**src/design/dtcu_pkg.sv**
```systemverilog
/*
 * Constants for the dual timer/counter unit: register indices, field
 * positions, reset values, mode codes and the peripheral cycle length.
 * Assumes a single 20 MHz timer clock and an APB slave with 32-bit data.
 */
package dtcu_pkg;
    // Register indices; the APB byte address is four times the index
    localparam logic [7:0] IDX_TIMER_CONTROL = 8'h88;
    localparam logic [7:0] IDX_TIMER_MODE_SELECT = 8'h89;
    localparam logic [7:0] IDX_TIMER_A_LOW_BYTE = 8'h8a;
    localparam logic [7:0] IDX_TIMER_B_LOW_BYTE = 8'h8b;
    localparam logic [7:0] IDX_TIMER_A_HIGH_BYTE = 8'h8c;
    localparam logic [7:0] IDX_TIMER_B_HIGH_BYTE = 8'h8d;
    localparam logic [7:0] IDX_IRQ_ENABLE_REG_ZERO = 8'ha8;
    localparam int ADDR_W = 12;

    // Control register fields; timer b sits two bits above timer a
    localparam int EXT_IRQ_A_EDGE_SELECT = 0;
    localparam int EXT_IRQ_A_FLAG = 1;
    localparam int TIMER_A_RUN = 4;
    localparam int TIMER_A_OVERFLOW_FLAG = 5;
    localparam int TIMER_B_STRIDE = 2;
    localparam int TIMER_B_RUN = 6;
    localparam int TIMER_B_OVERFLOW_FLAG = 7;

    // Mode register fields; timer b sits one nibble above timer a
    localparam int MODE_LO = 0;
    localparam int SOURCE_SELECT = 2;
    localparam int PIN_GATING = 3;
    localparam int MODE_NIBBLE = 4;

    // Interrupt enable register fields
    localparam int EXT_IRQ_A_ENABLE = 0;
    localparam int TIMER_A_IRQ_ENABLE = 1;
    localparam int EXT_IRQ_B_ENABLE = 2;
    localparam int TIMER_B_IRQ_ENABLE = 3;
    localparam int GLOBAL_IRQ_ENABLE = 7;

    // Mode codes
    localparam logic [1:0] MODE_13BIT = 2'h0;
    localparam logic [1:0] MODE_16BIT = 2'h1;
    localparam logic [1:0] MODE_RELOAD = 2'h2;
    localparam logic [1:0] MODE_SPLIT = 2'h3;

    // Reset values
    localparam logic [7:0] RST_TIMER_CONTROL = 8'h00;
    localparam logic [7:0] RST_TIMER_MODE_SELECT = 8'h00;
    localparam logic [7:0] RST_COUNT_BYTE = 8'h00;
    localparam logic [7:0] RST_IRQ_ENABLE = 8'h00;

    // One peripheral cycle is this many timer clock periods
    localparam int PER_CYCLE_CLOCKS = 6;
    localparam logic [2:0] PRE_LAST = 3'(PER_CYCLE_CLOCKS - 1);
endpackage

```
**src/design/dtcu_top.sv**
```systemverilog
/*
 * Dual timer/counter unit with its control, mode and count byte registers,
 * external interrupt flags and interrupt enable register behind APB.
 * Assumes clk is the timer clock, reset is synchronous, and the count and
 * interrupt pins are asynchronous to clk. Vector acknowledges are one-cycle
 * pulses from the interrupt controller.
 */
`timescale 1ns/10ps
module dtcu_top (
    input wire logic clk,
    input wire logic reset,
    input wire logic psel,
    input wire logic penable,
    input wire logic pwrite,
    input wire logic [dtcu_pkg::ADDR_W-1:0] paddr,
    input wire logic [31:0] pwdata,
    output logic [31:0] prdata,
    output logic pready,
    output logic pslverr,
    input wire logic timer_a_count_pin,
    input wire logic timer_b_count_pin,
    input wire logic ext_irq_a_pin,
    input wire logic ext_irq_b_pin,
    input wire logic timer_a_vector_ack,
    input wire logic timer_b_vector_ack,
    input wire logic ext_irq_a_vector_ack,
    input wire logic ext_irq_b_vector_ack,
    output logic timer_a_irq,
    output logic timer_b_irq,
    output logic ext_irq_a_irq,
    output logic ext_irq_b_irq
);
    typedef struct packed {
        logic [2:0] pre;
        logic [7:0] timer_control;
        logic [7:0] timer_mode_select;
        logic [7:0] ien;
        logic [1:0][7:0] tl;
        logic [1:0][7:0] th;
        logic [1:0] csync1;
        logic [1:0] csync2;
        logic [1:0] csamp;
        logic [1:0] isync1;
        logic [1:0] isync2;
        logic [1:0] iprev;
        logic [7:0] rdata;
        logic err;
    } dtcu_state_s;

    dtcu_state_s st_r;
    dtcu_state_s st_nxt;

    ////////////////////////////////////////////////////////////////////////////
    // Bus decode

    logic [7:0] idx;
    logic addr_ok;
    logic wr;
    logic [1:0] wr_tl;
    logic [1:0] wr_th;
    logic wr_timer_control;

    assign idx = paddr[9:2];
    assign addr_ok = (paddr[dtcu_pkg::ADDR_W-1:10] == 2'h0) && (paddr[1:0] == 2'h0) &&
        (idx == dtcu_pkg::IDX_TIMER_CONTROL || idx == dtcu_pkg::IDX_TIMER_MODE_SELECT ||
         idx == dtcu_pkg::IDX_TIMER_A_LOW_BYTE || idx == dtcu_pkg::IDX_TIMER_B_LOW_BYTE ||
         idx == dtcu_pkg::IDX_TIMER_A_HIGH_BYTE || idx == dtcu_pkg::IDX_TIMER_B_HIGH_BYTE ||
         idx == dtcu_pkg::IDX_IRQ_ENABLE_REG_ZERO);
    // Zero wait states: read data is captured in the setup cycle
    assign pready = psel && penable;
    assign pslverr = psel && penable && st_r.err;
    assign prdata = {24'h0, st_r.rdata};
    assign wr = psel && penable && pwrite && addr_ok;
    assign wr_tl[0] = wr && idx == dtcu_pkg::IDX_TIMER_A_LOW_BYTE;
    assign wr_tl[1] = wr && idx == dtcu_pkg::IDX_TIMER_B_LOW_BYTE;
    assign wr_th[0] = wr && idx == dtcu_pkg::IDX_TIMER_A_HIGH_BYTE;
    assign wr_th[1] = wr && idx == dtcu_pkg::IDX_TIMER_B_HIGH_BYTE;
    assign wr_timer_control = wr && idx == dtcu_pkg::IDX_TIMER_CONTROL;

    ////////////////////////////////////////////////////////////////////////////
    // Count events

    logic tick;
    logic split;
    logic hi_ev;
    logic [1:0] cfall;
    logic [1:0] ifall;
    logic [1:0] run;
    logic [1:0] gate;
    logic [1:0] src;
    logic [1:0][1:0] mode;
    logic [1:0] ev;

    assign tick = (st_r.pre == dtcu_pkg::PRE_LAST);
    assign split = (mode[0] == dtcu_pkg::MODE_SPLIT);
    // High byte of timer a in split mode counts peripheral cycles while the timer b run bit is set
    assign hi_ev = split && tick && st_r.timer_control[dtcu_pkg::TIMER_B_RUN];

    for (genvar i = 0; i < 2; i++) begin : g_src
        assign mode[i] = st_r.timer_mode_select[dtcu_pkg::MODE_NIBBLE*i+dtcu_pkg::MODE_LO +: 2];
        assign src[i] = st_r.timer_mode_select[dtcu_pkg::MODE_NIBBLE*i+dtcu_pkg::SOURCE_SELECT];
        assign gate[i] = st_r.timer_mode_select[dtcu_pkg::MODE_NIBBLE*i+dtcu_pkg::PIN_GATING];
        // Previous sample high and this one low; sampled once per cycle
        assign cfall[i] = tick && st_r.csamp[i] && !st_r.csync2[i];
        assign ifall[i] = st_r.iprev[i] && !st_r.isync2[i];
    end

    // Timer b loses its run bit to the split timer, so it free-runs then
    assign run[0] = st_r.timer_control[dtcu_pkg::TIMER_A_RUN];
    assign run[1] = split || st_r.timer_control[dtcu_pkg::TIMER_B_RUN];
    assign ev[0] = (src[0] ? cfall[0] : tick) && run[0] &&
        (!gate[0] || st_r.isync2[0]);
    assign ev[1] = (src[1] ? cfall[1] : tick) && run[1] && (!gate[1] || st_r.isync2[1]) &&
        (mode[1] != dtcu_pkg::MODE_SPLIT);

    ////////////////////////////////////////////////////////////////////////////
    // Next state

    always_comb begin
        logic [1:0] set_tf;
        logic [1:0] ack_tf;
        logic [1:0] ack_ie;
        logic [15:0] wide;
        set_tf = 2'h0;
        ack_tf = {timer_b_vector_ack, timer_a_vector_ack};
        ack_ie = {ext_irq_b_vector_ack, ext_irq_a_vector_ack};
        wide = 16'h0;
        st_nxt = st_r;
        st_nxt.pre = tick ? 3'h0 : st_r.pre + 3'h1;
        st_nxt.csync1 = {timer_b_count_pin, timer_a_count_pin};
        st_nxt.csync2 = st_r.csync1;
        st_nxt.isync1 = {ext_irq_b_pin, ext_irq_a_pin};
        st_nxt.isync2 = st_r.isync1;
        st_nxt.iprev = st_r.isync2;
        if (tick) begin
            st_nxt.csamp = st_r.csync2;
        end

        for (int i = 0; i < 2; i++) begin
            if (ev[i]) begin
                case (mode[i])
                    dtcu_pkg::MODE_13BIT: begin
                        // Bits 7:5 of the low byte take no part in the count
                        wide = {3'h0, st_r.th[i], st_r.tl[i][4:0]} + 16'h1;
                        st_nxt.tl[i][4:0] = wide[4:0];
                        st_nxt.th[i] = wide[12:5];
                        set_tf[i] = wide[13];
                    end
                    dtcu_pkg::MODE_16BIT: begin
                        wide = {st_r.th[i], st_r.tl[i]} + 16'h1;
                        st_nxt.tl[i] = wide[7:0];
                        st_nxt.th[i] = wide[15:8];
                        set_tf[i] = (st_r.th[i] == 8'hff) && (st_r.tl[i] == 8'hff);
                    end
                    dtcu_pkg::MODE_RELOAD: begin
                        if (st_r.tl[i] == 8'hff) begin
                            // Reads the live high byte, so a late rewrite still applies
                            st_nxt.tl[i] = st_r.th[i];
                            set_tf[i] = 1'b1;
                        end else begin
                            st_nxt.tl[i] = st_r.tl[i] + 8'h1;
                        end
                    end
                    default: begin
                        // Only timer a reaches here; timer b is held by ev
                        st_nxt.tl[i] = st_r.tl[i] + 8'h1;
                        set_tf[i] = (st_r.tl[i] == 8'hff);
                    end
                endcase
            end
        end
        if (hi_ev) begin
            st_nxt.th[0] = st_r.th[0] + 8'h1;
        end
        // Timer b overflows reach no flag while its flag is lent out
        if (split) begin
            set_tf[1] = hi_ev && (st_r.th[0] == 8'hff);
        end

        // Software writes win over counting in the same cycle
        for (int i = 0; i < 2; i++) begin
            if (wr_tl[i]) begin
                st_nxt.tl[i] = pwdata[7:0];
            end
            if (wr_th[i]) begin
                st_nxt.th[i] = pwdata[7:0];
            end
        end
        if (wr && idx == dtcu_pkg::IDX_TIMER_MODE_SELECT) begin
            st_nxt.timer_mode_select = pwdata[7:0];
        end
        if (wr && idx == dtcu_pkg::IDX_IRQ_ENABLE_REG_ZERO) begin
            st_nxt.ien = pwdata[7:0];
        end
        if (wr_timer_control) begin
            st_nxt.timer_control = pwdata[7:0];
        end

        // Hardware set beats a clear arriving in the same cycle
        for (int i = 0; i < 2; i++) begin
            if (ack_tf[i]) begin
                st_nxt.timer_control[dtcu_pkg::TIMER_A_OVERFLOW_FLAG+dtcu_pkg::TIMER_B_STRIDE*i] =
                    1'b0;
            end
            if (set_tf[i]) begin
                st_nxt.timer_control[dtcu_pkg::TIMER_A_OVERFLOW_FLAG+dtcu_pkg::TIMER_B_STRIDE*i] =
                    1'b1;
            end
            if (st_nxt.timer_control[dtcu_pkg::EXT_IRQ_A_EDGE_SELECT+dtcu_pkg::TIMER_B_STRIDE*i]) begin
                if (ack_ie[i]) begin
                    st_nxt.timer_control[dtcu_pkg::EXT_IRQ_A_FLAG+dtcu_pkg::TIMER_B_STRIDE*i] =
                        1'b0;
                end
                if (ifall[i]) begin
                    st_nxt.timer_control[dtcu_pkg::EXT_IRQ_A_FLAG+dtcu_pkg::TIMER_B_STRIDE*i] =
                        1'b1;
                end
            end else begin
                // Level mode: the flag follows the low pin, not the acknowledge
                st_nxt.timer_control[dtcu_pkg::EXT_IRQ_A_FLAG+dtcu_pkg::TIMER_B_STRIDE*i] =
                    !st_r.isync2[i];
            end
        end

        // Read data is taken in the setup cycle and held for the access
        if (psel && !penable) begin
            st_nxt.err = !addr_ok;
            case (idx)
                dtcu_pkg::IDX_TIMER_CONTROL: st_nxt.rdata = st_r.timer_control;
                dtcu_pkg::IDX_TIMER_MODE_SELECT: st_nxt.rdata = st_r.timer_mode_select;
                dtcu_pkg::IDX_TIMER_A_LOW_BYTE: st_nxt.rdata = st_r.tl[0];
                dtcu_pkg::IDX_TIMER_B_LOW_BYTE: st_nxt.rdata = st_r.tl[1];
                dtcu_pkg::IDX_TIMER_A_HIGH_BYTE: st_nxt.rdata = st_r.th[0];
                dtcu_pkg::IDX_TIMER_B_HIGH_BYTE: st_nxt.rdata = st_r.th[1];
                dtcu_pkg::IDX_IRQ_ENABLE_REG_ZERO: st_nxt.rdata = st_r.ien;
                default: st_nxt.rdata = 8'h00;
            endcase
            if (!addr_ok) begin
                st_nxt.rdata = 8'h00;
            end
        end

        if (reset) begin
            st_nxt = '0;
            // Synchronisers restart at the idle high pin level; zeros here would
            // look like a low pin and set the level-mode flags just after reset
            st_nxt.csync1 = '1;
            st_nxt.csync2 = '1;
            st_nxt.csamp = '1;
            st_nxt.isync1 = '1;
            st_nxt.isync2 = '1;
            st_nxt.iprev = '1;
            st_nxt.timer_control = dtcu_pkg::RST_TIMER_CONTROL;
            st_nxt.timer_mode_select = dtcu_pkg::RST_TIMER_MODE_SELECT;
            st_nxt.ien = dtcu_pkg::RST_IRQ_ENABLE;
            for (int i = 0; i < 2; i++) begin
                st_nxt.tl[i] = dtcu_pkg::RST_COUNT_BYTE;
                st_nxt.th[i] = dtcu_pkg::RST_COUNT_BYTE;
            end
        end
    end

    always_ff @(posedge clk) begin
        st_r <= st_nxt;
    end

    ////////////////////////////////////////////////////////////////////////////
    // Interrupt requests

    assign timer_a_irq = st_r.timer_control[dtcu_pkg::TIMER_A_OVERFLOW_FLAG] &&
        st_r.ien[dtcu_pkg::TIMER_A_IRQ_ENABLE] && st_r.ien[dtcu_pkg::GLOBAL_IRQ_ENABLE];
    assign timer_b_irq = st_r.timer_control[dtcu_pkg::TIMER_B_OVERFLOW_FLAG] &&
        st_r.ien[dtcu_pkg::TIMER_B_IRQ_ENABLE] && st_r.ien[dtcu_pkg::GLOBAL_IRQ_ENABLE];
    assign ext_irq_a_irq = st_r.timer_control[dtcu_pkg::EXT_IRQ_A_FLAG] &&
        st_r.ien[dtcu_pkg::EXT_IRQ_A_ENABLE] && st_r.ien[dtcu_pkg::GLOBAL_IRQ_ENABLE];
    assign ext_irq_b_irq = st_r.timer_control[dtcu_pkg::EXT_IRQ_A_FLAG+dtcu_pkg::TIMER_B_STRIDE] &&
        st_r.ien[dtcu_pkg::EXT_IRQ_B_ENABLE] && st_r.ien[dtcu_pkg::GLOBAL_IRQ_ENABLE];
endmodule // dtcu_top

```
**config.mk**
```make
export PLATFORM = sky130hd
export DESIGN_NAME = dtcu_top
export DESIGN_NICKNAME = d
export VERILOG_FILES = /design/src/design/dtcu_pkg.sv /design/src/design/dtcu_top.sv
export SDC_FILE = /design/constraint.sdc
export NUM_CORES = 1
export LEC_CHECK = 0
export ABC_AREA = 1
export BUFFER_PORTS_ARGS = -buffer_cell sky130_fd_sc_hd__buf_4
export CAP_MARGIN = 25
export CORE_MARGIN = 3
export CORE_UTILIZATION = 25
export CTS_BUF_LIST = sky130_fd_sc_hd__clkbuf_8
export CTS_CLUSTER_SIZE = 25
export DETAILED_ROUTE_END_ITERATION = 12
export PLACE_DENSITY = 0.41
export SETUP_SLACK_MARGIN = 0.2
export SYNTH_ARGS = -nofsm -noshare
export SYNTH_HDL_FRONTEND = slang
export SYNTH_SLANG_ARGS = --single-unit
```
**constraint.sdc**
```tcl
create_clock -name clk -period 1.6 [get_ports clk]
set_input_delay 0.16 -clock clk [delete_from_list [all_inputs] [get_ports clk]]
set_output_delay 0.16 -clock clk [all_outputs]
set_load 0.03 [all_outputs]
```
# After elaboration in Yosys (flattened, before gate mapping)
# Index checks and enable logic that the tools add are counted.
# totals
in_bits,57
wordCells,164
output_inout_bits,38
regBits,80
# classes
n_mux,39
n_addsub,8
reduce_logical,72
eq_ne,22
# ops
operator,n
2-to-1 mux 8 bit,13
"equality test 8 bit, second input constant",11
one-hot mux 8 bit (7 select lines),1
logical AND 1 bit,38
"adder 16 x 1 -> 16 bit, second input constant",2
one-hot mux 8 bit (2 select lines),2
one-hot mux 5 bit (3 select lines),2
"adder 13 x 1 -> 14 bit, second input constant",2
"adder 8 x 1 -> 8 bit, second input constant",3
one-hot mux 3 bit (3 select lines),2
2-to-1 mux 1 bit,17
nonzero test 3 bit,4
logical OR 1 bit,9
zero test 1 bit,8
zero test 2 bit,4
"inequality test 4 bit, second input constant",2
AND reduction 2 bit,4
"equality test 2 bit, second input constant",3
"inequality test 2 bit, second input constant",3
one-hot mux 1 bit (3 select lines),2
nonzero test 2 bit,3
"equality test 2 x 1 -> 1 bit, second input constant",2
nonzero test 4 bit,1
"adder 3 x 1 -> 3 bit, second input constant",1
2 further kinds,2

# Logic depth before layout (Yosys ltp)
# Gate-level depths: netlist (run 1).
# depth
depth_word,14
mapped_depth,14
mapped_depth_nobuf,13

# Worst setup path after synthesis (run 1)
# OpenSTA, ideal clock, no wires.
# synth_path
path_type,register -> register
start,reg st_r (netlist bit mode[1])
end,reg st_r[34] (netlist bit)
t_arrival_ps,1731
period_less_slack_ps,1788
stages_incl_launch_ff,13
n_path_buf,1
setup_time_ps,57
slack_ps,-188
required_time_ps,1543
path_cell_list,dfxtp_1 ha_1 inv_2 a22oi_1 nand3_2 nor2_2 inv_1 clkbuf_1 a21oi_1 nand2_1 nand3_1 nand2_1 inv_1
# synth_between
elab_chain_cells,7
# synth_lines
element,line,text
"start, declared",dtcu_top.sv:50,dtcu_state_s st_r;
"start signal, assigned",dtcu_top.sv:264,st_r <= st_nxt;
equality test 2 bit,dtcu_top.sv:95,assign split = (mode[0] == dtcu_pkg::MODE_SPLIT);
logical OR 1 bit,dtcu_top.sv:110,assign run[1] = split || st_r.timer_control[dtcu_pkg::TIMER_B_RUN];
logical AND 1 bit (3 in series),dtcu_top.sv:113,assign ev[1] = (src[1] ? cfall[1] : tick) && run[1] && (!gate[1] || st_r.isync2[1]) &&
nonzero test 2 bit (no source line),-,
AND reduction 2 bit (no source line),-,
# Every way passes these cells.
# A chain may end at the register's enable or synchronous reset.

# Worst setup path in the final report (run 1)
# layout_path
start,reg st_r[38] (netlist bit)
end,reg st_r[23] (netlist bit)
# layout_between
elab_chain_cells,5
elab_cells_between_ends,6
classes_between,add/sub (2); mux (4)
# layout_lines
element,line,text
adder 16 x 1 -> 16 bit or adder 13 x 1 -> 14 bit (tied branches),"dtcu_top.sv:150, dtcu_top.sv:144",
one-hot mux 8 bit (2 select lines) (*),dtcu_top.sv:141,case (mode[i])
2-to-1 mux 8 bit (*),dtcu_top.sv:140,if (ev[i]) begin
2-to-1 mux 8 bit (*),dtcu_top.sv:172,if (hi_ev) begin
2-to-1 mux 8 bit (*),dtcu_top.sv:185,if (wr_th[i]) begin
# Mark *: on every way between the ends. The rest lies on a longest branch, timed or not. The select of a mux whose other input is x is not followed.

==> impl_results.html, run 1 <==
<table>
<tr><th>Metric</th><th>Value</th></tr>
<tr><th colspan="2">Detailed routing</th></tr>
<tr><td>DRT iter0 DRCs</td><td>354</td></tr>
<tr><td>Average routed wire per standard cell</td><td>15.4 um</td></tr>
<tr><td>DRT Wirelength</td><td>22400 um</td></tr>
<tr><td>Ratio of routed vias to standard cells</td><td>4.48</td></tr>
<tr><td>Number of iterations in the first detailed-routing pass</td><td>4</td></tr>
<tr><td>Residual antenna-violating net count after detailed routing</td><td>0</td></tr>
<tr><td>DRC violation count after routing</td><td>0</td></tr>
<tr><td>Number of vias after detailed routing</td><td>6500</td></tr>
<tr><th colspan="2">Final layout</th></tr>
<tr><td>Final antenna diode count</td><td>0</td></tr>
<tr><td>Area used by multi-input combinational logic</td><td>4290 um^2</td></tr>
<tr><td>Reg area</td><td>1650 um^2</td></tr>
<tr><td>Share of post-route cells with drive strength above 1</td><td>39.9%</td></tr>
<tr><td>Layout-stage area growth over the synthesis result</td><td>52.7%</td></tr>
<tr><td>Post-layout nets</td><td>1203</td></tr>
<tr><td>Number of fill cells</td><td>2506</td></tr>
<tr><td>Most common cell after layout, fill and taps aside</td><td>nand2_1</td></tr>
<tr><td>Most frequent cells in the layout</td><td>197 x nand2_1, 181 x buf_4, 125 x inv_1</td></tr>
<tr><th colspan="2">STA</th></tr>
<tr><td>Peak clock frequency supported by timing</td><td>0.590 GHz</td></tr>
<tr><td>Post-route fraction of the period consumed by the critical path</td><td>106%</td></tr>
<tr><td>Accumulated negative setup slack</td><td>-0.774 ns</td></tr>
<tr><td>Number of hold violations in the final report</td><td>0</td></tr>
<tr><td>Total count of max-transition violations in the final report</td><td>0</td></tr>
<tr><td>Endpoints failing setup</td><td>21</td></tr>
<tr><td>Setup repair after global routing missed its margin</td><td>true</td></tr>
<tr><td>Setup skew after layout</td><td>0.0148 ns</td></tr>
<tr><td>Smallest setup slack after layout</td><td>-0.0963 ns</td></tr>
<tr><td>Shortest period the worst path allows</td><td>1.70 ns</td></tr>
<tr><th colspan="2">Floorplan</th></tr>
<tr><td>Initial standard-cell utilization of the core</td><td>25.6%</td></tr>
<tr><td>DIE AREA</td><td>25300 um^2</td></tr>
<tr><td>Placeable Area</td><td>22800 um^2</td></tr>
<tr><td>DIE HEIGHT</td><td>159 um</td></tr>
<tr><td>Row Count</td><td>55</td></tr>
<tr><td>Boundary Pins</td><td>95</td></tr>
<tr><td>Floorplan die width</td><td>159 um</td></tr>
<tr><th colspan="2">GRT</th></tr>
<tr><td>Maximum number of pins on one net before global-route repair</td><td>52</td></tr>
<tr><td>Grt ovf</td><td>0</td></tr>
<tr><td>Number of antenna violations at the first check in global routing</td><td>0</td></tr>
<tr><td>Overall routing resource usage</td><td>17.3%</td></tr>
<tr><td>Via count of the first global-routing pass</td><td>6206</td></tr>
<tr><td>First-pass GRT wire length</td><td>34500 um</td></tr>
<tr><th colspan="2">Setup path</th></tr>
<tr><td>Startpoint types</td><td>register</td></tr>
<tr><td>Cell type of the slowest stage on the worst timing path</td><td>dfxtp_4</td></tr>
<tr><td>Start-to-end type of the worst setup path</td><td>reg -&gt; reg</td></tr>
<tr><td>Kind of capture point of the worst setup path</td><td>register</td></tr>
<tr><td>Biggest cell delay along the critical path</td><td>0.40 ns</td></tr>
<tr><td>Family with the most delay on the worst path</td><td>simple AND/OR/NAND/NOR gates</td></tr>
<tr><td>Crit path buffers/inverters</td><td>0</td></tr>
<tr><td>Required time worst endpoint</td><td>1.89 ns</td></tr>
<tr><td>Maximum fanout along the worst path</td><td>7</td></tr>
<tr><td>Crit path DAT</td><td>1.99 ns</td></tr>
<tr><td>Chain of cells forming the critical path</td><td>ha_4, nand2_4, nor2_4, nand3_4, o211ai_1, nand2_1, xor2_1, nor2_1, nor3_2</td></tr>
<tr><td>Internal reg-to-reg setup slack</td><td>-0.1 ns</td></tr>
<tr><th colspan="2">Logic synthesis</th></tr>
<tr><td>Gate Count Post-Synth</td><td>934</td></tr>
<tr><td>Ys Warns</td><td>0</td></tr>
<tr><td>Combined area of all synthesized cells</td><td>5860 um^2</td></tr>
<tr><td>Post-synthesis register bit count</td><td>80</td></tr>
<tr><td>Share of the yosys chip area belonging to registers</td><td>27.3%</td></tr>
<tr><td>Avg Synthesized Cell Area</td><td>6.27 um^2</td></tr>
<tr><td>Number of unique standard cell types used by synthesis</td><td>39</td></tr>
<tr><th colspan="2">Power and ir drop</th></tr>
<tr><td>Final total power</td><td>4280 uW</td></tr>
<tr><td>Power density over cell area</td><td>478 nW/um^2</td></tr>
<tr><td>Largest voltage drop on the vdd net</td><td>416 uV</td></tr>
<tr><td>Leak Pwr</td><td>0.00423 uW</td></tr>
<tr><th colspan="2">Clocking</th></tr>
<tr><td>Sinks on Clock Net</td><td>80</td></tr>
<tr><td>Bufs on Longest Clock Path</td><td>2</td></tr>
<tr><td>Clock slew at the register clock pins of the worst setup and hold paths</td><td>0.11 ns</td></tr>
<tr><td>Level count of the clock H-tree</td><td>3</td></tr>
<tr><td>Root Buffer</td><td>clkbuf_8</td></tr>
<tr><td>Clk Latency, worst-skew pair</td><td>0.39 ns</td></tr>
<tr><td>Clock tree from TritonCTS</td><td>yes</td></tr>
<tr><td>Clock buffers created by TritonCTS</td><td>9</td></tr>
<tr><th colspan="2">Place</th></tr>
<tr><td>Number of I/O port buffers</td><td>46</td></tr>
<tr><td>Post-place setup slack</td><td>-0.330 ns</td></tr>
<tr><td>Routability congestion estimate</td><td>0.826</td></tr>
<tr><td>Detailed Place HPWL</td><td>16900 um</td></tr>
<tr><th colspan="2">Flow run</th></tr>
<tr><td>Number of violations of the max-capacitance limit</td><td>0</td></tr>
<tr><th colspan="2">Status</th></tr>
<tr><td>Run status</td><td>finished with violations</td></tr>
<tr><td>Violations in the final reports</td><td>setup timing</td></tr>
<tr><th colspan="2">Min path</th></tr>
<tr><td>Hold/Removal Path Class</td><td>in -&gt; reg</td></tr>
</table>
[worst paths after layout]
check,start,end,cells past startpoint
worst max-delay path,st_r[38]$_SDFFE_PP0P_,st_r[23]$_SDFFE_PP0P_,9
worst min-delay path,reset,prdata[7]$_SDFFE_PP0P_,2
worst max register to register,st_r[38]$_SDFFE_PP0P_,st_r[23]$_SDFFE_PP0P_,9
worst min register to register,st_r[14]$_SDFF_PP1_,st_r[12]$_SDFF_PP1_,1
[flip-flops by register name (all words and copies together), names as in the netlist]
signal,count
st_r,63
prdata,8
mode,4
gate,2
src,2
run,1
[power by group]
part	switching (uW)	internal [uW]
Clock	940	918
Combinational	277	138
Sequential	10.7	2000
[cells in the mapped netlist, drive strengths merged]
master	count	area share [%]
conb	1	0.064
or2	11	1.2
o211ai	6	0.77
buf	44	5.5
nand3	121	11
clkinv	1	0.064
a22oi	1	0.13
clkbuf	7	0.45
nor2	104	7.6
ha	13	2.8
inv	153	9.8
dfxtp	80	27
nor3	18	1.8
a21oi	42	3.6
o22ai	22	2.3
xnor2	1	0.15
xor2	16	2.4
nand3b	3	0.66
a211oi	8	1.7
nor2b	1	0.11
nand4	17	2.1
nand2	224	15
o21ai	40	3.4
[metrics by stage]
stage	utilization, %	cell area (um^2)	hold WS (ns)	cells
floorplan	-	6310	0.264	957
global placement	33.9	7740	0.344	1400
global route	39.2	8950	0.101	1451
finish	39.2	8950	0.0789	1451
detailed placement	33.9	7740	0.348	1400
CTS	37.0	8450	0.0742	1432
[cell type report]
type                            count  area share (%)
Timing Repair inverter              1           0.126
Multi-Input combinational cell    675            47.9
Clock buffer                        9            1.38
Clock inverter                      7            1.24
Timing Repair Buffer              212            19.6
Tap cell                          313            4.38
Sequential cell                    80            18.4
Inverter                          154            6.99
[cells by family (layout without fill, tap and decap cells)]
family / Yosys count / after routing / synth area share (%)
simple gates: 499 / 502 / 39.5
buf+inv: 205 / 383 / 15.8
compound gates: 119 / 119 / 12.0
flops: 80 / 80 / 27.3
xor+xnor: 17 / 17 / 2.54
fa+ha+maj: 13 / 13 / 2.78
other cells: 1 / 24 / 0.0640
[worst reg2reg max path, stage by stage, from the launching register on]
cell	delay (ns)
dfxtp_4	0.40
ha_4	0.15
nand2_4	0.06
nor2_4	0.13
nand3_4	0.12
o211ai_1	0.23
nand2_1	0.14
xor2_1	0.16
nor2_1	0.15
nor3_2	0.06
[what timing repair did]
item | 4_1_cts | 5_1_grt
endpoints found under the hold margin | 4 | 0
setup buffers | 9 | 18
endpoints found under the setup margin | 53 | 67
hold buffers | 4 | 0
gates cloned | 3 | 1
pin swaps | 57 | 50
gates resized for setup | 100 | 96
[per-layer routing]
layer / track usage [%] / share of wire, %
met2: 29.8 / 49
met4: 3.90 / 1.9
met5: 0 / 0
met1: 22.8 / 46
met3: 2.78 / 3.0
(Power assumes the default switching activity.)
==> inputs of run 2 (changes only) <==
- ABC_AREA: 1 -> unset
- PLACE_DENSITY: 0.41 -> 0.42
==> impl_results.html, run 2 <==
<table>
<tr><th>Metric</th><th>Value</th></tr>
<tr><th colspan="2">Setup path</th></tr>
<tr><td>CP dominant cell by count</td><td>buf_4</td></tr>
<tr><td>Internal reg-to-reg setup slack</td><td>-0.52 ns (was -0.1 ns)</td></tr>
<tr><td>Cell type of the slowest stage on the worst timing path</td><td>dfxtp_4 (unchanged)</td></tr>
<tr><td>Crit path DAT</td><td>2.40 ns (was 1.99 ns)</td></tr>
<tr><td>Chain of cells forming the critical path</td><td>buf_4, buf_6, inv_6, ha_4, nand4_1, nor3_4, buf_4, o21ai_2, nor4_1, a21oi_1, a211oi_2 (was ha_4, nand2_4, nor2_4, nand3_4, o211ai_1, nand2_1, xor2_1, nor2_1, nor3_2)</td></tr>
<tr><td>Start-to-end type of the worst setup path</td><td>reg -&gt; reg (unchanged)</td></tr>
<tr><td>Required time worst endpoint</td><td>1.88 ns (was 1.89 ns)</td></tr>
<tr><td>Kind of capture point of the worst setup path</td><td>register (unchanged)</td></tr>
<tr><td>Startpoint of the most critical setup path</td><td>mode[1]$_SDFFE_PP0P_ (was st_r[38]$_SDFFE_PP0P_)</td></tr>
<tr><td>Biggest cell delay along the critical path</td><td>0.36 ns (was 0.40 ns)</td></tr>
<tr><td>Maximum fanout along the worst path</td><td>3 (was 7)</td></tr>
<tr><td>Crit path buffers/inverters</td><td>4 (was 0)</td></tr>
<tr><td>End of the worst register-to-register path</td><td>st_r[22]$_SDFFE_PP0P_ (was st_r[23]$_SDFFE_PP0P_)</td></tr>
<tr><td>Startpoint types</td><td>register (unchanged)</td></tr>
<tr><td>Family with the most delay on the worst path</td><td>simple AND/OR/NAND/NOR gates (unchanged)</td></tr>
<tr><td>FF-to-FF Start</td><td>mode[1]$_SDFFE_PP0P_ (was st_r[38]$_SDFFE_PP0P_)</td></tr>
<tr><td>Worst Reg2Reg Path Length in Cells</td><td>11 (was 9)</td></tr>
<tr><th colspan="2">Floorplan</th></tr>
<tr><td>DIE AREA</td><td>21600 um^2 (was 25300 um^2)</td></tr>
<tr><td>Placeable Area</td><td>19100 um^2 (was 22800 um^2)</td></tr>
<tr><td>Boundary Pins</td><td>95 (unchanged)</td></tr>
<tr><td>Floorplan die width</td><td>147 um (was 159 um)</td></tr>
<tr><td>DIE HEIGHT</td><td>147 um (was 159 um)</td></tr>
<tr><td>Row Count</td><td>50 (was 55)</td></tr>
<tr><td>Initial standard-cell utilization of the core</td><td>26.0% (was 25.6%)</td></tr>
<tr><th colspan="2">Clocking</th></tr>
<tr><td>Level count of the clock H-tree</td><td>3 (unchanged)</td></tr>
<tr><td>Sinks on Clock Net</td><td>80 (unchanged)</td></tr>
<tr><td>Clock buffers created by TritonCTS</td><td>9 (unchanged)</td></tr>
<tr><td>Clk Latency, worst-skew pair</td><td>0.38 ns (was 0.39 ns)</td></tr>
<tr><td>Clock tree from TritonCTS</td><td>yes (unchanged)</td></tr>
<tr><td>Root Buffer</td><td>clkbuf_8 (unchanged)</td></tr>
<tr><td>Bufs on Longest Clock Path</td><td>2 (unchanged)</td></tr>
<tr><td>Clock slew at the register clock pins of the worst setup and hold paths</td><td>0.10 ns (was 0.11 ns)</td></tr>
<tr><th colspan="2">STA</th></tr>
<tr><td>Setup repair after global routing missed its margin</td><td>true (unchanged)</td></tr>
<tr><td>Worst slew margin relative to its limit</td><td>61.3%</td></tr>
<tr><td>Setup skew after layout</td><td>0.0156 ns (was 0.0148 ns)</td></tr>
<tr><td>Shortest period the worst path allows</td><td>2.12 ns (was 1.70 ns)</td></tr>
<tr><td>Total count of max-transition violations in the final report</td><td>0 (unchanged)</td></tr>
<tr><td>Worst slew pin tran</td><td>0.578 ns</td></tr>
<tr><td>Endpoints failing setup</td><td>35 (was 21)</td></tr>
<tr><td>Smallest setup slack after layout</td><td>-0.518 ns (was -0.0963 ns)</td></tr>
<tr><td>Accumulated negative setup slack</td><td>-11.28 ns (was -0.774 ns)</td></tr>
<tr><td>Number of hold violations in the final report</td><td>0 (unchanged)</td></tr>
<tr><td>Final worst hold slack</td><td>0.107 ns (was 0.0789 ns)</td></tr>
<tr><td>Post-route fraction of the period consumed by the critical path</td><td>132% (was 106%)</td></tr>
<tr><td>Peak clock frequency supported by timing</td><td>0.472 GHz (was 0.590 GHz)</td></tr>
<tr><th colspan="2">Logic synthesis</th></tr>
<tr><td>Prevailing post-synth register cell</td><td>dfxtp_1 (unchanged)</td></tr>
<tr><td>Combined area of all synthesized cells</td><td>4970 um^2 (was 5860 um^2)</td></tr>
<tr><td>Post-synthesis register bit count</td><td>80 (unchanged)</td></tr>
<tr><td>Async S/R FF share, synth</td><td>0% (unchanged)</td></tr>
<tr><td>Gate Count Post-Synth</td><td>622 (was 934)</td></tr>
<tr><td>Cell type contributing the most total cell area after synthesis</td><td>dfxtp_1 (unchanged)</td></tr>
<tr><td>Share of the yosys chip area belonging to registers</td><td>32.2% (was 27.3%)</td></tr>
<tr><td>Avg Synthesized Cell Area</td><td>7.99 um^2 (was 6.27 um^2)</td></tr>
<tr><td>Ys Warns</td><td>0 (unchanged)</td></tr>
<tr><td>Cells taking the most area after synthesis</td><td>dfxtp_1 32%, nor2_1 5.9%, buf_4 4.8%, mux2i_1 4.6%, nand2_1 3.4% (was dfxtp_1 27%, nand2_1 14%, nand3_1 9.8%, inv_1 9.1%, nor2_1 6.1%)</td></tr>
<tr><td>Post-synth EDFFs</td><td>0 (unchanged)</td></tr>
<tr><td>Top cells by count, synth</td><td>80 x dfxtp_1, 78 x nor2_1, 45 x nand2_1, 32 x buf_4 (was 220 x nand2_1, 142 x inv_1, 115 x nand3_1, 95 x nor2_1, 80 x dfxtp_1)</td></tr>
<tr><td>Most used standard cell by instance count after synthesis</td><td>dfxtp_1 (was nand2_1)</td></tr>
<tr><td>Area share of the largest cell type after synthesis</td><td>32.2% (was 27.3%)</td></tr>
<tr><td>Number of unique standard cell types used by synthesis</td><td>64 (was 39)</td></tr>
<tr><th colspan="2">Power and ir drop</th></tr>
<tr><td>Combinational power share</td><td>11.3% (was 9.7%)</td></tr>
<tr><td>Share of power burned in the clock network</td><td>41.4% (was 43.4%)</td></tr>
<tr><td>Net switching power</td><td>1180 uW (was 1230 uW)</td></tr>
<tr><td>Switching power share of the total</td><td>27.7% (was 28.7%)</td></tr>
<tr><td>Power density over cell area</td><td>534 nW/um^2 (was 478 nW/um^2)</td></tr>
<tr><td>Part of the power in registers</td><td>47.4% (was 46.9%)</td></tr>
<tr><td>Largest voltage drop on the vdd net</td><td>325 uV (was 416 uV)</td></tr>
<tr><td>Leak Pwr</td><td>0.00300 uW (was 0.00423 uW)</td></tr>
<tr><td>Internal</td><td>3090 uW (was 3060 uW)</td></tr>
<tr><th colspan="2">Final layout</th></tr>
<tr><td>Area used by multi-input combinational logic</td><td>3850 um^2 (was 4290 um^2)</td></tr>
<tr><td>Number of fill cells</td><td>1965 (was 2506)</td></tr>
<tr><td>Final antenna diode count</td><td>0 (unchanged)</td></tr>
<tr><td>Layout-stage area growth over the synthesis result</td><td>61.0% (was 52.7%)</td></tr>
<tr><td>Reg area</td><td>1640 um^2 (was 1650 um^2)</td></tr>
<tr><td>Largest reg by FF count</td><td>st_r (unchanged)</td></tr>
<tr><td>Share of post-route cells with drive strength above 1</td><td>48.8% (was 39.9%)</td></tr>
<tr><td>Post-layout nets</td><td>887 (was 1203)</td></tr>
<tr><td>Most frequent cells in the layout</td><td>185 x buf_4, 65 x nor2_1, 61 x dfxtp_1 (was 197 x nand2_1, 181 x buf_4, 125 x inv_1)</td></tr>
<tr><td>Flip-flop count of the largest register, all copies and words added</td><td>63 (unchanged)</td></tr>
<tr><td>Most common cell after layout, fill and taps aside</td><td>buf_4 (was nand2_1)</td></tr>
<tr><th colspan="2">Detailed routing</th></tr>
<tr><td>Ratio of routed vias to standard cells</td><td>5.02 (was 4.48)</td></tr>
<tr><td>Number of vias after detailed routing</td><td>5427 (was 6500)</td></tr>
<tr><td>DRC violation count after routing</td><td>0 (unchanged)</td></tr>
<tr><td>Residual antenna-violating net count after detailed routing</td><td>0 (unchanged)</td></tr>
<tr><td>Number of iterations in the first detailed-routing pass</td><td>4 (unchanged)</td></tr>
<tr><td>DRT iter0 DRCs</td><td>318 (was 354)</td></tr>
<tr><td>Average routed wire per standard cell</td><td>18.7 um (was 15.4 um)</td></tr>
<tr><td>DRT Wirelength</td><td>20300 um (was 22400 um)</td></tr>
<tr><th colspan="2">Flow run</th></tr>
<tr><td>Number of violations of the max-capacitance limit</td><td>0 (unchanged)</td></tr>
<tr><th colspan="2">Status</th></tr>
<tr><td>Run status</td><td>finished with violations (unchanged)</td></tr>
<tr><td>Violations in the final reports</td><td>setup timing (unchanged)</td></tr>
<tr><th colspan="2">Min path</th></tr>
<tr><td>Worst min-delay path endpoint</td><td>st_r[45]$_SDFFE_PP0P_ (was prdata[7]$_SDFFE_PP0P_)</td></tr>
<tr><td>Cell depth of the worst hold path</td><td>3 (was 2)</td></tr>
<tr><td>Startpoint of the most critical hold path</td><td>pwdata[0] (was reset)</td></tr>
<tr><td>Hold/Removal Path Class</td><td>in -&gt; reg (unchanged)</td></tr>
<tr><th colspan="2">GRT</th></tr>
<tr><td>Overall routing resource usage</td><td>18.1% (was 17.3%)</td></tr>
<tr><td>Maximum number of pins on one net before global-route repair</td><td>46 (was 52)</td></tr>
<tr><td>Via count of the first global-routing pass</td><td>5319 (was 6206)</td></tr>
<tr><td>Grt ovf</td><td>0 (unchanged)</td></tr>
<tr><td>Number of antenna violations at the first check in global routing</td><td>0 (unchanged)</td></tr>
<tr><td>First-pass GRT wire length</td><td>30400 um (was 34500 um)</td></tr>
<tr><th colspan="2">Place</th></tr>
<tr><td>Routability congestion estimate</td><td>0.895 (was 0.826)</td></tr>
<tr><td>Detailed Place HPWL</td><td>14900 um (was 16900 um)</td></tr>
<tr><td>Number of I/O port buffers</td><td>46 (unchanged)</td></tr>
</table>
-- run 2: changes by cell type in the layout (fill, tap and decap cells not counted), moves of 17 or more --
cell / delta
a21oi_1: -17
nand3_1: -50
nand3_2: -42
inv_1: -118
mux2i_1: +22
nand2_1: -158
-- run 2: metal layers --
layer	wire, um	global-route usage, %
met1	9240	24.6
met2	9670	29.1
met3	801	2.75
met4	543	6.43
met5	0	0
-- run 2: cell families after synthesis --
| family | count (synthesis) | share of synthesized area (%) |
|---|---|---|
| flip-flops | 80 | 32.2 |
| AO/OA/AOI/OAI | 145 | 20.8 |
| XOR/XNOR | 16 | 2.82 |
| other | 1 | 0.0754 |
| multiplexers | 26 | 5.31 |
| adder cells (fa/ha/maj) | 13 | 3.27 |
| AND/OR/NAND/NOR | 261 | 26.9 |
| buffers and inverters | 80 | 8.66 |
-- run 2: worst reg2reg max path, delay by kind of cell, from the launching register on --
| family | cells | cell delay [ns] |
|---|---|---|
| AO/OA/AOI/OAI | 3 | 0.40 |
| adder cells (fa/ha/maj) | 1 | 0.15 |
| buffers and inverters | 4 | 0.48 |
| flip-flops | 1 | 0.36 |
| AND/OR/NAND/NOR | 3 | 0.65 |
-- run 2: through the flow --
stage               area (um^2)  setup slack [ns]  total power (uW)  utilization (%)  instances
detailed placement         6850            -0.564              2510             35.8       1035
global route               8010            -0.612              4460             41.8       1082
global placement           6850            -0.530              2500             35.8       1035
floorplan                  5460            -0.515              2340                -        645
finish                     8010            -0.518              4280             41.8       1082
CTS                        7490            -0.465              4330             39.1       1067
-- run 2: layout make-up --
cell class	count	area share [%]
clock buffer	9	1.55
clock inverter	7	1.30
inverter	13	0.766
multi-input combinational	485	48.1
sequential	80	20.4
tap	260	4.06
timing repair buffer	228	23.8
-- run 2: worst max-delay path by stage --
stage,endpoint,slack [ns],depth (start not counted)
floorplan,st_r[50]$_SDFFE_PP0P_,-0.52,8
global placement,st_r[50]$_SDFFE_PP0P_,-0.53,8
detailed placement,st_r[50]$_SDFFE_PP0P_,-0.56,8
CTS,st_r[50]$_SDFFE_PP0P_,-0.46,7
global route,st_r[22]$_SDFFE_PP0P_,-0.61,11
finish,st_r[22]$_SDFFE_PP0P_,-0.52,11
-- run 2: power by group through the flow --
stage / registers (uW) / clock network (uW) / logic [uW]
floorplan: 2080 / 0 / 266
global placement: 2070 / 0 / 431
detailed placement: 2070 / 0 / 436
CTS: 2030 / 1850 / 454
global route: 2030 / 1910 / 518
finish: 2020 / 1770 / 483
-- run 2: timing repair --
action / 4_1_cts / 5_1_grt
gates resized for setup: 80 / 89
hold endpoints to repair: 6 / 0
setup endpoints to repair: 45 / 66
buffers inserted: 10 / 15
pin swaps: 70 / 45
hold buffers: 6 / 0
==> inputs of run 3 (changes only) <==
- CORE_UTILIZATION: 25 -> 52
- PLACE_DENSITY: 0.42 -> 0.77
==> impl_results.html, run 3 (same netlist as run 2, synthesis figures left out) <==
<table>
<tr><th>Metric</th><th>Value</th></tr>
<tr><th colspan="2">Clocking</th></tr>
<tr><td>Clock buffers created by TritonCTS</td><td>9 (unchanged)</td></tr>
<tr><td>Clock tree from TritonCTS</td><td>yes (unchanged)</td></tr>
<tr><td>Root Buffer</td><td>clkbuf_8 (unchanged)</td></tr>
<tr><td>Bufs on Longest Clock Path</td><td>2 (unchanged)</td></tr>
<tr><td>Level count of the clock H-tree</td><td>3 (unchanged)</td></tr>
<tr><td>Clk Latency, worst-skew pair</td><td>0.38 ns (about the same)</td></tr>
<tr><td>Clock slew at the register clock pins of the worst setup and hold paths</td><td>0.11 ns (was 0.10 ns)</td></tr>
<tr><td>Sinks on Clock Net</td><td>80 (unchanged)</td></tr>
<tr><th colspan="2">STA</th></tr>
<tr><td>Peak clock frequency supported by timing</td><td>0.479 GHz (was 0.472 GHz)</td></tr>
<tr><td>Total count of max-transition violations in the final report</td><td>0 (unchanged)</td></tr>
<tr><td>Setup skew after layout</td><td>0.0251 ns (was 0.0156 ns)</td></tr>
<tr><td>Number of hold violations in the final report</td><td>0 (unchanged)</td></tr>
<tr><td>Setup repair after global routing missed its margin</td><td>true (unchanged)</td></tr>
<tr><td>Worst slew pin tran</td><td>0.670 ns (was 0.578 ns)</td></tr>
<tr><td>Shortest period the worst path allows</td><td>2.09 ns (was 2.12 ns)</td></tr>
<tr><td>Smallest setup slack after layout</td><td>-0.486 ns (was -0.518 ns)</td></tr>
<tr><td>Post-route fraction of the period consumed by the critical path</td><td>130% (was 132%)</td></tr>
<tr><td>Worst slew margin relative to its limit</td><td>55.3% (was 61.3%)</td></tr>
<tr><td>Endpoints failing setup</td><td>34 (was 35)</td></tr>
<tr><th colspan="2">Detailed routing</th></tr>
<tr><td>Number of iterations in the first detailed-routing pass</td><td>6 (was 4)</td></tr>
<tr><td>Residual antenna-violating net count after detailed routing</td><td>0 (unchanged)</td></tr>
<tr><td>Average routed wire per standard cell</td><td>20.8 um (was 18.7 um)</td></tr>
<tr><td>DRC violation count after routing</td><td>0 (unchanged)</td></tr>
<tr><td>Number of vias after detailed routing</td><td>5670 (was 5427)</td></tr>
<tr><td>Ratio of routed vias to standard cells</td><td>6.10 (was 5.02)</td></tr>
<tr><td>DRT iter0 DRCs</td><td>597 (was 318)</td></tr>
<tr><td>DRT Wirelength</td><td>19400 um (was 20300 um)</td></tr>
<tr><th colspan="2">Final layout</th></tr>
<tr><td>Post-layout nets</td><td>865 (was 887)</td></tr>
<tr><td>Share of post-route cells with drive strength above 1</td><td>46.5% (was 48.8%)</td></tr>
<tr><td>Area used by multi-input combinational logic</td><td>3820 um^2 (was 3850 um^2)</td></tr>
<tr><td>Final antenna diode count</td><td>0 (unchanged)</td></tr>
<tr><td>Reg area</td><td>1620 um^2 (was 1640 um^2)</td></tr>
<tr><td>Area of all placed cells without fillers</td><td>7540 um^2 (was 8010 um^2)</td></tr>
<tr><td>Most common cell after layout, fill and taps aside</td><td>buf_4 (unchanged)</td></tr>
<tr><td>Layout-stage area growth over the synthesis result</td><td>51.6% (was 61.0%)</td></tr>
<tr><td>Most frequent cells in the layout</td><td>170 x buf_4, 67 x dfxtp_1, 65 x nor2_1 (was 185 x buf_4, 65 x nor2_1, 61 x dfxtp_1)</td></tr>
<tr><td>Number of fill cells</td><td>590 (was 1965)</td></tr>
<tr><td>Largest reg by FF count</td><td>st_r (unchanged)</td></tr>
<tr><td>Flip-flop count of the largest register, all copies and words added</td><td>63 (unchanged)</td></tr>
<tr><td>Post-layout instance count excluding filler cells</td><td>929 (was 1082)</td></tr>
<tr><th colspan="2">Floorplan</th></tr>
<tr><td>DIE HEIGHT</td><td>104 um (was 147 um)</td></tr>
<tr><td>Row Count</td><td>35 (was 50)</td></tr>
<tr><td>Floorplan die width</td><td>104 um (was 147 um)</td></tr>
<tr><td>Boundary Pins</td><td>95 (unchanged)</td></tr>
<tr><td>Placeable Area</td><td>9280 um^2 (was 19100 um^2)</td></tr>
<tr><td>DIE AREA</td><td>10800 um^2 (was 21600 um^2)</td></tr>
<tr><td>Initial standard-cell utilization of the core</td><td>53.6% (was 26.0%)</td></tr>
<tr><th colspan="2">Setup path</th></tr>
<tr><td>Biggest cell delay along the critical path</td><td>0.38 ns (was 0.36 ns)</td></tr>
<tr><td>FF-to-FF Start</td><td>mode[1]$_SDFFE_PP0P_ (unchanged)</td></tr>
<tr><td>Crit path DAT</td><td>2.39 ns (was 2.40 ns)</td></tr>
<tr><td>Startpoint types</td><td>register (unchanged)</td></tr>
<tr><td>Maximum fanout along the worst path</td><td>6 (was 3)</td></tr>
<tr><td>Cell type of the slowest stage on the worst timing path</td><td>a2111o_1 (was dfxtp_4)</td></tr>
<tr><td>Family with the most delay on the worst path</td><td>compound AO/OA/AOI/OAI gates (was simple AND/OR/NAND/NOR gates)</td></tr>
<tr><td>Kind of capture point of the worst setup path</td><td>register (unchanged)</td></tr>
<tr><td>Startpoint of the most critical setup path</td><td>mode[1]$_SDFFE_PP0P_ (unchanged)</td></tr>
<tr><td>Chain of cells forming the critical path</td><td>ha_4, nor2_2, a2111o_1, buf_4, buf_6, or2_4, a211oi_2, xnor2_1, a211oi_1 (was buf_4, buf_6, inv_6, ha_4, nand4_1, nor3_4, buf_4, o21ai_2, nor4_1, a21oi_1, a211oi_2)</td></tr>
<tr><td>Crit path buffers/inverters</td><td>2 (was 4)</td></tr>
<tr><td>Start-to-end type of the worst setup path</td><td>reg -&gt; reg (unchanged)</td></tr>
<tr><td>Required time worst endpoint</td><td>1.90 ns (was 1.88 ns)</td></tr>
<tr><th colspan="2">Status</th></tr>
<tr><td>Run status</td><td>finished with violations (unchanged)</td></tr>
<tr><td>Violations in the final reports</td><td>setup timing (unchanged)</td></tr>
<tr><th colspan="2">GRT</th></tr>
<tr><td>Number of antenna violations at the first check in global routing</td><td>0 (unchanged)</td></tr>
<tr><td>Via count of the first global-routing pass</td><td>5544 (was 5319)</td></tr>
<tr><td>Grt ovf</td><td>0 (unchanged)</td></tr>
<tr><td>First-pass GRT wire length</td><td>29100 um (was 30400 um)</td></tr>
<tr><td>Overall routing resource usage</td><td>33.6% (was 18.1%)</td></tr>
<tr><td>Maximum number of pins on one net before global-route repair</td><td>61 (was 46)</td></tr>
<tr><th colspan="2">Min path</th></tr>
<tr><td>Hold/Removal Path Class</td><td>in -&gt; reg (unchanged)</td></tr>
<tr><td>Startpoint of the most critical hold path</td><td>timer_a_vector_ack (was pwdata[0])</td></tr>
<tr><th colspan="2">Place</th></tr>
<tr><td>Routability congestion estimate</td><td>1.01 (was 0.895)</td></tr>
<tr><td>Number of I/O port buffers</td><td>46 (unchanged)</td></tr>
<tr><td>Placed Area</td><td>6540 um^2 (was 6850 um^2)</td></tr>
<tr><td>Post-place setup slack</td><td>-0.569 ns (was -0.564 ns)</td></tr>
<tr><td>Cell Count Post-Placement</td><td>886 (was 1035)</td></tr>
<tr><td>Detailed Place HPWL</td><td>13000 um (was 14900 um)</td></tr>
<tr><th colspan="2">Power and ir drop</th></tr>
<tr><td>Power density over cell area</td><td>524 nW/um^2 (was 534 nW/um^2)</td></tr>
<tr><td>Leak Pwr</td><td>0.00285 uW (was 0.00300 uW)</td></tr>
<tr><td>Largest voltage drop on the vdd net</td><td>617 uV (was 325 uV)</td></tr>
<tr><th colspan="2">Flow run</th></tr>
<tr><td>Number of violations of the max-capacitance limit</td><td>0 (unchanged)</td></tr>
</table>
==> run 3: cell count changes in the layout (fill, tap and decap cells not counted), moves of 4 or more <==
cell / change
a221oi_2: +5
a221oi_4: -5
buf_4: -15
buf_6: -5
dfxtp_1: +6
dfxtp_2: -4
mux2i_1: -5
o21ai_2: -4
==> run 3: area by class of cell <==
type                            instances  share of cell area, %
Multi-Input combinational cell        486                   50.7
Timing Repair Buffer                  205                   22.4
Sequential cell                        80                   21.5
Tap cell                              129                   2.14
Clock buffer                            9                   1.64
Clock inverter                          7                  0.797
Inverter                               13                  0.747
==> run 3: power breakdown <==
part	leakage, uW	internal [uW]	switching, uW	total (uW)
clock	0.0000931	595	870	1460
sequential	0.000654	2010	15.5	2030
combinational	0.00210	167	290	458
total	0.00285	2780	1180	3950
==> run 3: worst reg2reg max path: cells and delay by family (launching register included) <==
| kind | cells | cell delay [ns] |
|---|---|---|
| buffers and inverters | 2 | 0.27 |
| xor gates and xnor gates | 1 | 0.11 |
| adders and majority gates | 1 | 0.14 |
| and+or+nand+nor | 2 | 0.34 |
| DFF | 1 | 0.37 |
| AOI/OAI and AO/OA | 3 | 0.80 |
==> run 3: per-stage QoR <==
step / util, % / setup TNS [ns] / hold WS (ns) / total power (uW)
after detailed placement: 70.4 / -14.30 / 0.348 / 2470
after global routing: 81.2 / -15.55 / 0.0911 / 4070
after CTS: 77.6 / -10.02 / 0.0781 / 3920
after floorplan: - / -6.34 / 0.264 / 2340
after global placement: 70.4 / -11.77 / 0.347 / 2460
final: 81.2 / -12.83 / 0.0865 / 3950
==> run 3: path summary, 6_finish.rpt <==
check / slack [ns] / endpoint / cells after the start
max: -0.49 / st_r[31]$_SDFFE_PP0P_ / 9
min: 0.09 / st_r[74]$_SDFFE_PP0P_ / 3
max reg2reg: -0.49 / st_r[31]$_SDFFE_PP0P_ / 9
min reg2reg: 0.43 / st_r[18]$_SDFF_PP1_ / 1
==> run 3: layer usage <==
layer	part of all wire, %	track usage (%)	vias up	routed length, um
met1	39	42.8	2675	7490
met3	10	6.67	80	1930
met2	46	55.3	336	8860
li1	-	-	2579	-
met4	5.6	15.1	0	1080
met5	0	0	-	0
==> run 3: what timing repair did <==
action                                 CTS  global route
hold buffers                             6             0
pin swaps                               59            41
resized for setup                       77            65
endpoints found under the hold margin    6             0
setup endpoints to repair               49            67
gates cloned                             1             0
buffers inserted                        12             8
